$ cat src/cvid_pkg.sv
// Constants and types for the core voltage identification controller.
// Assumes a single 250 MHz clock domain and a synchronous active-high reset.
package cvid_pkg;

    localparam int CVID_CODE_W = 6;
    localparam int CVID_TEMP_W = 8;
    localparam int CVID_FUSE_W = 12;

    // Code for the 0.9 V default level; lower codes mean lower voltage
    localparam logic [5:0] CVID_CODE_DEFAULT = 6'h0a;
    // Lowest code allowed, 0.85 V
    localparam logic [5:0] CVID_CODE_FLOOR = 6'h00;
    localparam logic [5:0] CVID_STEP = 6'h01;

    // Signed temperature in degrees Celsius; below zero forces default
    localparam logic signed [7:0] CVID_TEMP_COLD = 8'sh00;

    // Wait after any reset before the fuse register may be read
    localparam int CVID_QUIET_NS = 400;
    localparam int CVID_CLK_MHZ = 250;
    localparam int CVID_QUIET_CYC = (CVID_QUIET_NS * CVID_CLK_MHZ + 999) / 1000;
    localparam logic [7:0] CVID_QUIET_CNT = 8'(CVID_QUIET_CYC);

    typedef enum logic [4:0] {
        CVID_ST_QUIET = 5'b00001,
        CVID_ST_FUSE = 5'b00010,
        CVID_ST_CALC = 5'b00100,
        CVID_ST_OFFER = 5'b01000,
        CVID_ST_WAIT = 5'b10000
    } cvid_state_t;

endpackage : cvid_pkg

$ cat src/cvid_fuse_if.sv
// Fuse read handshake between the controller and its fuse reader.
// Assumes both ends run on the controller clock.
`timescale 1ns/1ps
interface cvid_fuse_if;
    logic req;
    logic done;
    logic [11:0] data;
    modport ctrl (output req, input done, input data);
    modport reader (input req, output done, output data);
endinterface : cvid_fuse_if

$ cat src/cvid_fuse_reader.sv
// Fuse register reader: one registered read per request.
// Assumes the fuse array presents stable trim data on its input.
`timescale 1ns/1ps
module cvid_fuse_reader
    import cvid_pkg::*;
(
    // Clock and reset
    input wire logic clock,
    input wire logic reset,
    // Fuse array side
    output logic fuse_rd,
    input wire logic [CVID_FUSE_W-1:0] fuse_data,
    // Controller side
    cvid_fuse_if.reader port
);
    logic pending;

    always_ff @(posedge clock) begin
        if (reset) begin
            pending <= 1'b0;
            fuse_rd <= 1'b0;
            port.done <= 1'b0;
            port.data <= '0;
        end else begin
            fuse_rd <= port.req & ~pending;
            pending <= port.req;
            port.done <= pending & port.req & ~port.done;
            if (pending) begin
                port.data <= fuse_data;
            end
        end
    end
endmodule : cvid_fuse_reader

$ cat src/cvid_ctrl.sv
// Core voltage identification controller: trims plus temperature to a 6-bit code.
// Assumes the consumer acknowledges each offered code with a one-cycle or level ack.
`timescale 1ns/1ps
module cvid_ctrl
    import cvid_pkg::*;
#(
    parameter int CODE_W = CVID_CODE_W
)
(
    // Clock and reset
    input wire logic clock,
    input wire logic reset,
    // Device status
    input wire logic config_done,
    input wire logic signed [CVID_TEMP_W-1:0] temperature,
    // Fuse array
    output logic fuse_rd,
    input wire logic [CVID_FUSE_W-1:0] fuse_data,
    // Code handshake
    output logic [CODE_W-1:0] vid_code,
    output logic vid_code_avail,
    input wire logic vid_ack,
    // Status view of the held code
    output logic [CODE_W-1:0] control_status_register
);
    // The code path below is written for a 6-bit code only
    if (CODE_W != 6) begin : g_bad_width
        $error("cvid_ctrl supports a 6-bit code only");
    end

    cvid_fuse_if fuse_bus ();
    cvid_fuse_reader u_reader (
        .clock(clock),
        .reset(reset),
        .fuse_rd(fuse_rd),
        .fuse_data(fuse_data),
        .port(fuse_bus.reader)
    );

    cvid_state_t state;
    cvid_state_t next_state;
    logic [7:0] quiet;
    logic [11:0] trim;
    logic [5:0] code;
    logic [5:0] target;

    // Trim low six bits give the reduced code for 0 to 85 C (never used when cold); upper bits are a hot offset
    wire logic cold = temperature < CVID_TEMP_COLD;
    wire logic hot = temperature > 8'sh55;
    wire logic [5:0] trim_code = trim[5:0];
    wire logic [5:0] trim_hot = trim_code + trim[11:6];
    wire logic [5:0] trim_pick = hot ? trim_hot : trim_code;
    wire logic [5:0] trim_lim = (trim_pick > CVID_CODE_DEFAULT) ? CVID_CODE_DEFAULT : trim_pick;
    wire logic [5:0] reduced = (trim_lim < CVID_CODE_FLOOR) ? CVID_CODE_FLOOR : trim_lim;
    // Default before configuration and when cold
    wire logic [5:0] next_target = (!config_done || cold) ? CVID_CODE_DEFAULT : reduced;
    wire logic [5:0] code_up = code + CVID_STEP;
    wire logic [5:0] code_dn = code - CVID_STEP;
    // Single step keeps the regulator slew bounded
    wire logic [5:0] next_code = (target > code) ? code_up :
                                 (target < code) ? code_dn : code;
    wire logic quiet_done = quiet == 8'h00;
    wire logic acked = vid_code_avail & vid_ack;

    always_comb begin
        next_state = state;
        unique case (state)
            CVID_ST_QUIET: if (quiet_done) next_state = CVID_ST_FUSE;
            CVID_ST_FUSE: if (fuse_bus.done) next_state = CVID_ST_CALC;
            CVID_ST_CALC: next_state = CVID_ST_OFFER;
            CVID_ST_OFFER: next_state = CVID_ST_WAIT;
            CVID_ST_WAIT: if (acked) next_state = CVID_ST_CALC;
        endcase
    end

    // Fuse request held only outside reset and after the quiet time
    assign fuse_bus.req = (state == CVID_ST_FUSE);

    always_ff @(posedge clock) begin
        if (reset) begin
            state <= CVID_ST_QUIET;
            quiet <= CVID_QUIET_CNT;
        end else begin
            state <= next_state;
            quiet <= quiet_done ? quiet : quiet - 8'h01;
        end
    end

    always_ff @(posedge clock) begin
        if (reset) begin
            trim <= '0;
            target <= CVID_CODE_DEFAULT;
        end else begin
            if (fuse_bus.done) begin
                trim <= fuse_bus.data;
            end
            if (state == CVID_ST_CALC) begin
                target <= next_target;
            end
        end
    end

    always_ff @(posedge clock) begin
        if (reset) begin
            code <= CVID_CODE_DEFAULT;
            vid_code <= CVID_CODE_DEFAULT;
            control_status_register <= CVID_CODE_DEFAULT;
            vid_code_avail <= 1'b0;
        end else begin
            // Every offer, the first included, steps code one toward target; the first is the default only while target is
            if (state == CVID_ST_OFFER) begin
                code <= next_code;
                vid_code <= next_code;
                control_status_register <= next_code;
                vid_code_avail <= 1'b1;
            end else if (acked) begin
                vid_code_avail <= 1'b0;
            end
        end
    end
endmodule : cvid_ctrl

$ cat config.mk
export PLATFORM = sky130hd
export DESIGN_NAME = cvid_ctrl
export DESIGN_NICKNAME = d
export VERILOG_FILES = /design/src/cvid_pkg.sv /design/src/cvid_fuse_if.sv /design/src/cvid_fuse_reader.sv /design/src/cvid_ctrl.sv
export SDC_FILE = /design/constraint.sdc
export NUM_CORES = 1
export LEC_CHECK = 0
export ABC_CLOCK_PERIOD_IN_PS = 3000
export BUFFER_PORTS_ARGS = -buffer_cell sky130_fd_sc_hd__buf_4
export CAP_MARGIN = 25
export CORE_UTILIZATION = 40
export CTS_BUF_LIST = sky130_fd_sc_hd__clkbuf_4 sky130_fd_sc_hd__clkbuf_8 sky130_fd_sc_hd__clkbuf_16
export CTS_CLUSTER_SIZE = 24
export DETAILED_ROUTE_END_ITERATION = 8
export SLEW_MARGIN = 20
export SYNTH_ARGS = -nofsm -noshare
export SYNTH_HDL_FRONTEND = slang
export SYNTH_SLANG_ARGS = --single-unit
export TNS_END_PERCENT = 1
$ cat constraint.sdc
create_clock -name clock -period 3 [get_ports clock]
set_clock_uncertainty 0.15 [all_clocks]
set_input_delay 0.3 -clock clock [delete_from_list [all_inputs] [get_ports clock]]
set_output_delay 0.3 -clock clock [all_outputs]
set_load 0.02 [all_outputs]
Yosys cells after proc, flatten, opt, wreduce, memory -nomap -nowiden:

Cells that the tools add are included.

* logic and storage cells: 53
* bits in registers: 53
* bits of input ports: 24
* output and inout bits: 14

* eq/ne operators: 8
* $lt $le $gt $ge: 6
* $add $sub $neg: 4
* multiplexer cells: 12
* reductions and logical operators: 7
* bitwise logic cells: 6

Operators by type and width (number)
* two-way mux 6 bit: 6
* one-hot mux 5 bit (5 select lines): 1
* two-way mux 5 bit: 3
* > comparator 8 bit (second input constant): 1
* logical NOT 8 bit: 1
* < comparator 8 x 1 -> 1 bit (second input constant): 1
* subtractor 8 x 1 -> 8 bit (second input constant): 1
* adder 6 x 1 -> 6 bit (second input constant): 1
* adder 6 bit: 1
* > comparator 6 x 4 -> 1 bit (second input constant): 1
* > comparator 6 bit: 1
* < comparator 6 x 1 -> 1 bit (second input constant): 1
* < comparator 6 bit: 1
* inequality test 2 bit (second input constant): 3
* subtractor 6 x 1 -> 6 bit (second input constant): 1
* equality test 5 x 1 -> 1 bit (second input constant): 1
* equality test 5 x 2 -> 1 bit (second input constant): 1
* equality test 5 x 3 -> 1 bit (second input constant): 1
* equality test 5 x 4 -> 1 bit (second input constant): 1
* equality test 5 bit (second input constant): 1
* AND 1 bit: 4
* nonzero test 2 bit: 2
* AND reduction 3 bit: 1
* two-way mux 1 bit: 2
* other kinds (4): 5

Longest topological paths before layout:

Gate-level depths: netlist of run 1.

* word-level depth: 7
* mapped depth: 13
* depth with buffers taken out: 13

Hierarchy:

A second synthesis of run 1 with hierarchy kept.

* cells, all modules: 276
* area, all modules: 2716.4 um^2

Modules (own cells, without submodules)
* cvid_ctrl: times used 1, sequential area each 760.7 um^2, cells an instance 231, area each 2193.4 um^2
* cvid_fuse_reader: times used 1, sequential area each 300.3 um^2, cells an instance 45, area each 523.0 um^2

Worst setup path after synthesis of run 1:

OpenSTA, ideal clock, no wires.

* kind: register to register
* start point: register code[3]
* end point: register code[5]
* period minus slack after synthesis: 3.427 ns
* required time: 2.729 ns
* stages on the path, launching flop included: 14
* arrival: 3.156 ns
* path buffers: 0
* setup time: 0.121 ns
* setup slack: -0.427 ns
* cells stage by stage: dfxtp_1 inv_1 ha_1 a21o_1 a21oi_1 o221ai_1 o21ai_0 ha_1 a211oi_1 o21bai_1 a21oi_1 or3b_1 o31a_1 mux2_2

* word-level cells in the longest chain between the ends: 3
* elaborated cells between the ends (all ways): 8
* those cells by class: add/sub (2); order compare (2); mux (2); reduce/logical (2)

RTL lines
* start, declared: RTL line cvid_ctrl.sv:44 `logic [5:0] code;`
* start signal, assigned: RTL line cvid_ctrl.sv:112 `code <= next_code;`
* subtractor 6 x 1 -> 6 bit (tied with other cells): RTL line cvid_ctrl.sv:58 `wire logic [5:0] code_dn = code - CVID_STEP;`
* two-way mux 6 bit / nonzero test 2 bit (equally long branches)
* two-way mux 6 bit / AND reduction 2 bit (equally long branches)

Parallel ways exist; a longest one is shown, timed or not. The select of a mux whose other input is x is not followed.
A chain may end at the register's enable or synchronous reset.

Worst setup path in the final report of run 1:

* start point: register code[5]
* end point: register code[5]

The elaborated chain is that of the path after synthesis.

==> run_results.csv, run 1 <==
group,metric,value,unit
status,status,"finished, final reports clean",
die,rows,29,
cts,cts_tree,"built",
yosys,seq_area_frac_synth,0.398,
setup_path,worstPathArrival,2.94,ns
power,clkPwrFrac,0.358,
min_path,hold_class,"in -> reg",
yosys,ys_types,47,
grt,grt_max_degree,42,
cts,cts_hold_buffers,0,
setup_path,path_class,"reg -> reg",
layout,fillers,602,
die,ios,38,
place,post_dp_cell_area,3070,um2
yosys,syn_nets,328,
yosys,async_flop_share,0,
layout,final_cell_area,3320,um2
yosys,synth-seq-cells,53,
sta,maxSlewViolCount,0,
yosys,ys_warn_count,0,
yosys,synth_cells,286,
layout,antennaDiodeCount,0,
sta,fmax,0.346,GHz
power,power_switching,0.000289,W
setup_path,rr_startpoint,"code[5]",
yosys,synth_edf_count,0,
cts,root_buffer,"clkbuf_8",
setup_path,path_buf_inv,2,
power,sw_frac_of_total,0.226,
place,dp_hpwl,3770,um
yosys,yosys_most_used_dff,"dfxtp_1",
die,coreArea,6390,um2
power,peakVddDrop,0.266,mV
sta,period_share,0.965,
drt,first_pass_iters,4,
sta,setup_viol,0,
power,fin_total_pwr,0.00128,W
cts,worstSkewPairLatency,0.30,ns
setup_path,worstPathCellList,"inv_1 -> ha_1 -> nand4_1 -> o221ai_2 -> o21ai_4 -> buf_4 -> ha_4 -> o21ai_2 -> o21bai_1 -> a21oi_2 -> or3b_1 -> o31a_1 -> mux2_2",
setup_path,cpPeakStageDelay,0.35,ns
cts,clock_path_buffers,2,
die,die_h,83.6,um
cts,cts_buffers,5,
power,p_comb_frac,0.071,
drt,routed_wirelength,5190,um
drt,num_vias,2066,
setup_path,worstPathMaxFanout,4,
grt,antenna_found_initial,0,
min_path,min_from,"fuse_data[0]",
sta,fin_crit,2.89,ns
sta,relSlewSlack,0.468,
drt,wl_per_cell,12.6,um
cts,path_clk_slew,0.10,ns
cts,clock_sinks,53,
power,p_per_area,384,nW/um2
grt,grt_pass1_wl,8660,um
drt,detail-route-antenna-nets,0,
cts,htreeDepth,2,
setup_path,r2r_end,"code[5]",
flow_run,cap_viol_max_count,0,
sta,hold_viol_final,0,
setup_path,critPathSlowestCell,"or3b_1",
power,power_frac_seq,0.571,
drt,via_per_inst,5.03,
grt,grt_pass1_vias,1926,
layout,drive_gt1_frac,0.272,
setup_path,cp-start-kind,"register",
place,io_buffers,36,
layout,areaGrowthSynthToFinish,24.8,%
yosys,syn_area_per_cell,9.31,um2
die,start_util,0.417,
die,fp.dieW,83.6,um
die,die_area,6990,um2
place,gp_congestion,0.761,
setup_path,path_delay_family,"compound AO/OA/AOI/OAI gates",
setup_path,reg2reg_depth,13,
min_path,hold_depth,3,
yosys,syn_area,2660,um2
grt,grt-ovfl-total,0,
min_path,hold_path_end,"u_reader.port.data[0]",
grt,grt_usage,0.150,
setup_path,r2r_slack,0.11,ns
setup_path,required,3.05,ns
drt,drc_errors,0,
power,leakage,1.38,nW
sta,max_slew.worst_pin.slew,0.796,ns
drt,drt_first_iter_violations,58,
power,p_int,0.000989,W
layout,layout.nets,375,
setup_path,end_kind,"register",
-- Yosys cell counts, types with 4 or more instances --
master    count  share of area
a211oi_1      7          0.020
a21o_1        8          0.023
a21oi_1      12          0.023
buf_1         5         0.0070
buf_4         6          0.017
clkbuf_1      4         0.0056
dfxtp_1      53           0.40
ha_1         16          0.075
inv_1        18          0.025
mux2i_1      27           0.10
nand2_1      10          0.014
nand3_1       6          0.011
nor2_1       45          0.063
nor3_1        5         0.0094
nor3b_1       4          0.011
o21ai_0       7          0.013
xnor2_1       6          0.020
-- what timing repair did --
action / 4_1_cts / 5_1_grt
resized for setup: 4 / 8
setup endpoints to repair: 1 / 1
pin swaps: 9 / 5
buffers inserted: 5 / 2
-- flip-flops by register name, summed over array words and instances (netlist names) --
register / flops
u_reader.pending: 1
vid_code_avail: 1
target: 6
u_reader.fuse_rd: 1
trim: 12
u_reader.port.done: 1
quiet: 8
u_reader.port.data: 12
state: 5
code: 6
-- worst max-delay path by stage --
stage | start | end | cells past startpoint
2_1_floorplan | code[3] | code[5] | 13
3_3_place_gp | code[3] | code[5] | 13
3_5_place_dp | code[3] | code[5] | 13
4_1_cts | code[3] | code[5] | 12
5_1_grt | code[5] | code[5] | 13
6_report | code[5] | code[5] | 13
-- per-layer routing --
metal	up-vias	track usage	wire, um
met2	32	0.234	2330
met3	2	0.0307	174
li1	1096	-	-
met1	936	0.211	2650
met4	0	0.0416	29
met5	-	0	0
-- cell type report --
class / instances / area (um2) / share of cell area
Tap cell: 77 / 96.3 / 0.0290
Clock buffer: 7 / 101 / 0.0305
Sequential cell: 53 / 1070 / 0.323
Clock inverter: 1 / 8.76 / 0.00263
Timing Repair Buffer: 55 / 413 / 0.124
Inverter: 18 / 67.6 / 0.0203
Multi-Input combinational cell: 200 / 1570 / 0.471
-- cells by family after synthesis --
| logic type | after synthesis | share of synthesized area |
|---|---|---|
| AO/OA/AOI/OAI | 54 | 0.144 |
| XOR/XNOR | 9 | 0.0296 |
| adder cells (fa/ha/maj) | 18 | 0.0902 |
| buffers and inverters | 33 | 0.0550 |
| flip-flops | 53 | 0.398 |
| multiplexers | 30 | 0.114 |
| AND/OR/NAND/NOR | 89 | 0.169 |
-- through the flow --
stage          instances  setup WS, ns  hold WS (ns)  utilization  setup TNS (ns)
2_1_floorplan        286        0.0147         0.275            -               0
3_3_place_gp         396       -0.0203         0.297        0.481         -0.0203
3_5_place_dp         396       -0.0399         0.297        0.481         -0.0399
4_1_cts              409       -0.0148        0.0690        0.508         -0.0148
5_1_grt              411       -0.0780        0.0788        0.521         -0.0798
6_report             411         0.106        0.0781        0.521               0
-- cells in the final DEF, fill, tap and decap left out, types with 3 or more instances in the layout --
| master | n |
|---|---|
| buf_4 | 55 |
| dfxtp_1 | 48 |
| nor2_1 | 45 |
| mux2i_1 | 27 |
| inv_1 | 16 |
| nand2_1 | 10 |
| a21oi_1 | 10 |
| ha_1 | 10 |
| a21o_1 | 8 |
| xnor2_1 | 6 |
| a211oi_1 | 6 |
| nand3_1 | 6 |
| ha_4 | 6 |
| o21ai_0 | 5 |
| nor3_1 | 5 |
| clkbuf_8 | 5 |
| nor3b_1 | 4 |
| a21oi_2 | 3 |
| nor2b_1 | 3 |
| mux2_2 | 3 |
| xor2_1 | 3 |
| o31ai_1 | 3 |
| o211ai_1 | 3 |
| dfxtp_2 | 3 |
-- tightest hold or removal path, cell delays in order --
cell and delay (ns):
buf_4 0.08, mux2i_1 0.05, nor2_1 0.07
-- power groups by stage --
stage	clock network (W)	registers, W	logic (W)
floorplan	0	0.000743	0.0000576
global placement	0	0.000746	0.0000902
detailed placement	0	0.000746	0.0000922
CTS	0.000475	0.000730	0.0000922
global route	0.000506	0.000732	0.000102
finish	0.000457	0.000730	0.0000912
Power figures use the tool's default switching activity.
==> inputs of run 2 (changes only) <==
--- a/config.mk
+++ b/config.mk
@@ -8,6 +8,7 @@
 export ABC_CLOCK_PERIOD_IN_PS = 3000
 export BUFFER_PORTS_ARGS = -buffer_cell sky130_fd_sc_hd__buf_4
 export CAP_MARGIN = 25
+export CORE_MARGIN = 2
 export CORE_UTILIZATION = 40
 export CTS_BUF_LIST = sky130_fd_sc_hd__clkbuf_4 sky130_fd_sc_hd__clkbuf_8 sky130_fd_sc_hd__clkbuf_16
 export CTS_CLUSTER_SIZE = 24
@@ -15,5 +16,6 @@
 export SLEW_MARGIN = 20
 export SYNTH_ARGS = -nofsm -noshare
 export SYNTH_HDL_FRONTEND = slang
+export SYNTH_HIERARCHICAL = 1
 export SYNTH_SLANG_ARGS = --single-unit
 export TNS_END_PERCENT = 1
==> run 2 against run 1 <==
Compared with the run above: worst setup slack gained 0.044 ns; final cell count down 3.6%; die area rose by 6.8%; utilization is 3.7 points lower; critical path type unchanged; register-to-register slack gained 0.04 ns.
==> run_results.csv, run 2 <==
group,metric,value,unit
status,status,"finished, final reports clean",
yosys,yosysTopAreaCellShare,0.391,
layout,regArea,1070,um2
power,p_per_area,399,nW/um2
setup_path,cp-endpoint,"code[5]",
sta,fmax,0.351,GHz
setup_path,cpPeakStageDelay,0.35,ns
flow_run,cap_viol_max_count,0,
sta,hold_viol_final,0,
drt,drc_errors,0,
setup_path,critPathSlowestCell,"dfxtp_4",
layout,final_common_cell,"dfxtp_1",
sta,relSlewSlack,0.487,
setup_path,worstPathArrival,2.94,ns
drt,wl_per_cell,12.6,um
drt,drt_first_iter_violations,83,
yosys,seq_area_frac_synth,0.391,
grt,grt_usage,0.137,
cts,root_buffer,"clkbuf_8",
layout,multi_input_comb_area,1580,um2
die,start_util,0.407,
layout,drive_gt1_frac,0.275,
yosys,syn_area_per_cell,9.84,um2
die,die_h,86.4,um
setup_path,cp_num_cells,13,
setup_path,r2r_slack,0.15,ns
setup_path,end_kind,"register",
sta,fin_crit,2.85,ns
setup_path,path_class,"reg -> reg",
place,io_buffers,36,
sta,maxSlewViolCount,0,
yosys,synth_cells,276,
grt,grt_pass1_vias,1845,
drt,first_pass_iters,4,
cts,cts_tree,"built",
cts,htreeDepth,2,
die,die_area,7470,um2
sta,worst_slack,0.150,ns
cts,cts_buffers,5,
sta,period_share,0.950,
yosys,synthMuxAreaShare,0.104,
die,ios,38,
drt,via_per_inst,4.99,
power,peakVddDrop,0.241,mV
yosys,syn_nets,318,
min_path,hold_class,"in -> reg",
layout,layout.nets,357,
yosys,synth_top_cell_by_area,"dfxtp_1",
yosys,async_flop_share,0,
place,preCtsSetupSlack,0.0137,ns
layout,antennaDiodeCount,0,
setup_path,reg2reg_depth,13,
setup_path,r2r_end,"code[5]",
sta,max_slew.worst_pin.slew,0.769,ns
cts,clock_path_buffers,2,
layout,areaGrowthSynthToFinish,19.0,%
drt,num_vias,1978,
layout,final_cell_mix,"dfxtp_1 (49), buf_4 (46), nor2_1 (40), mux2i_1 (27), a21oi_1 (15)",
power,leakage,1.28,nW
cts,clock_sinks,53,
grt,grt_max_degree,48,
die,fp.dieW,86.4,um
yosys,ys_warn_count,6,
yosys,ys_types,57,
grt,antenna_found_initial,0,
yosys,yosys.area_share.simple,0.181,
place,gp_congestion,0.729,
setup_path,path_buf_inv,2,
yosys,syn_area,2720,um2
die,rows,30,
setup_path,worstPathCellList,"inv_1 -> ha_1 -> nor2b_2 -> o21a_1 -> o31ai_4 -> buf_6 -> ha_4 -> a211oi_2 -> o21bai_1 -> a21oi_1 -> xor2_1 -> or3_1 -> a21oi_2",
grt,grt-ovfl-total,0,
setup_path,rr_startpoint,"code[1]",
drt,routed_wirelength,4970,um
setup_path,path_delay_family,"compound AO/OA/AOI/OAI gates",
layout,fillers,651,
sta,setup_viol,0,
grt,grt_pass1_wl,8310,um
setup_path,critical_path.startpoint,"code[1]",
yosys,yosys.cell_count.top_type,"dfxtp_1",
cts,worstSkewPairLatency,0.31,ns
cts,path_clk_slew,0.10,ns
yosys,synth_top_family_by_area,"simple AND/OR/NAND/NOR gates",
yosys,synthAdderAreaFrac,0.0884,
place,dp_hpwl,3540,um
layout,reg_top3,"trim (12), u_reader/port.data (12), quiet (8)",
yosys,synth-seq-cells,53,
yosys,synth_commonest_cells,"dfxtp_1 (53), nor2_1 (41), mux2i_1 (27)",
yosys,ys_top_cells_by_area,"dfxtp_1 (39%), mux2i_1 (9.9%), ha_1 (7.4%), nor2_1 (5.7%), a21oi_1 (2.9%)",
setup_path,cp-start-kind,"register",
setup_path,worstPathMaxFanout,3,
power,fin_total_pwr,0.00129,W
yosys,post_synth_xor_area_fraction,0.0419,
setup_path,required,3.09,ns
drt,detail-route-antenna-nets,0,
yosys,yosys_most_used_dff,"dfxtp_1",
yosys,synth-compound-area-share,0.143,
die,coreArea,6680,um2
yosys,synth_edf_count,0,
## run 2: cell count changes in the layout (fill, tap and decap cells not counted), moves of 4 or more
cell	previous run	this run
a21oi_1	10	15
nand2_1	10	5
nor3b_1	4	0
a211oi_1	6	2
buf_4	55	46
xor2_1	3	8
nor2_1	45	40
inv_1	16	9
nand3_1	6	2
## run 2: cell type report
class | count | share of cell area
inverters | 9 | 0.0105
multi-input cells | 199 | 0.489
flip-flops and latches | 53 | 0.331
repair buffers | 47 | 0.110
well taps | 80 | 0.0310
clock buffers | 5 | 0.0213
clock inverters | 3 | 0.00658
## run 2: worst min-delay path, stage by stage
cell,delay [ns]
buf_4,0.07
mux2i_1,0.05
nor2_1,0.07
## run 2: per-layer routing
| metal | global-route usage | up-vias | wire length [um] |
|---|---|---|---|
| met5 | 0 | - | 0 |
| met4 | 0.0426 | 0 | 50 |
| met3 | 0.0333 | 6 | 152 |
| met2 | 0.227 | 27 | 2340 |
| met1 | 0.177 | 893 | 2430 |
| li1 | - | 1052 | - |
## run 2: where the power goes
group | switching (W) | internal [W]
Clock | 0.000243 | 0.000165
Sequential | 0.0000293 | 0.000724
Combinational | 0.0000585 | 0.0000701
## run 2: worst min-delay path by stage
stage | startpoint | endpoint | slack, ns | depth (start not counted)
2_1_floorplan | reset | u_reader/port.data[11] | 0.22 | 1
3_3_place_gp | target[5] | target[5] | 0.30 | 1
3_5_place_dp | target[4] | target[4] | 0.30 | 1
4_1_cts | fuse_data[8] | u_reader/port.data[8] | 0.05 | 3
5_1_grt | fuse_data[0] | u_reader/port.data[0] | 0.07 | 3
6_report | fuse_data[9] | u_reader/port.data[9] | 0.07 | 3
## run 2: cell families (layout without fill, tap and decap cells)
logic type / count (synthesis) / after routing
compound gates: 53 / 53
simple gates: 87 / 87
buf+inv: 24 / 64
xor+xnor: 13 / 13
flops: 53 / 53
mux: 28 / 28
fa+ha+maj: 18 / 18
## run 2: metrics by stage
stage                     cell area (um2)  hold WS [ns]  TNS [ns]  utilization  cells
after global routing                 3230        0.0685   -0.0197        0.484    396
final                                3230        0.0678         0        0.484    396
after global placement               3060         0.300         0        0.458    385
after CTS                            3190        0.0541         0        0.478    395
after detailed placement             3060         0.300         0        0.458    385
after floorplan                      2730         0.222         0            -    276
## run 2: repair_timing
| action | 4_1_cts | 5_1_grt |
|---|---|---|
| buffers inserted | 2 | 1 |
| endpoints found under the setup margin | 1 | 1 |
| hold buffers | 0 | 0 |
| cloned | 0 | 0 |
| resized for setup | 3 | 8 |
| pin swaps | 1 | 4 |
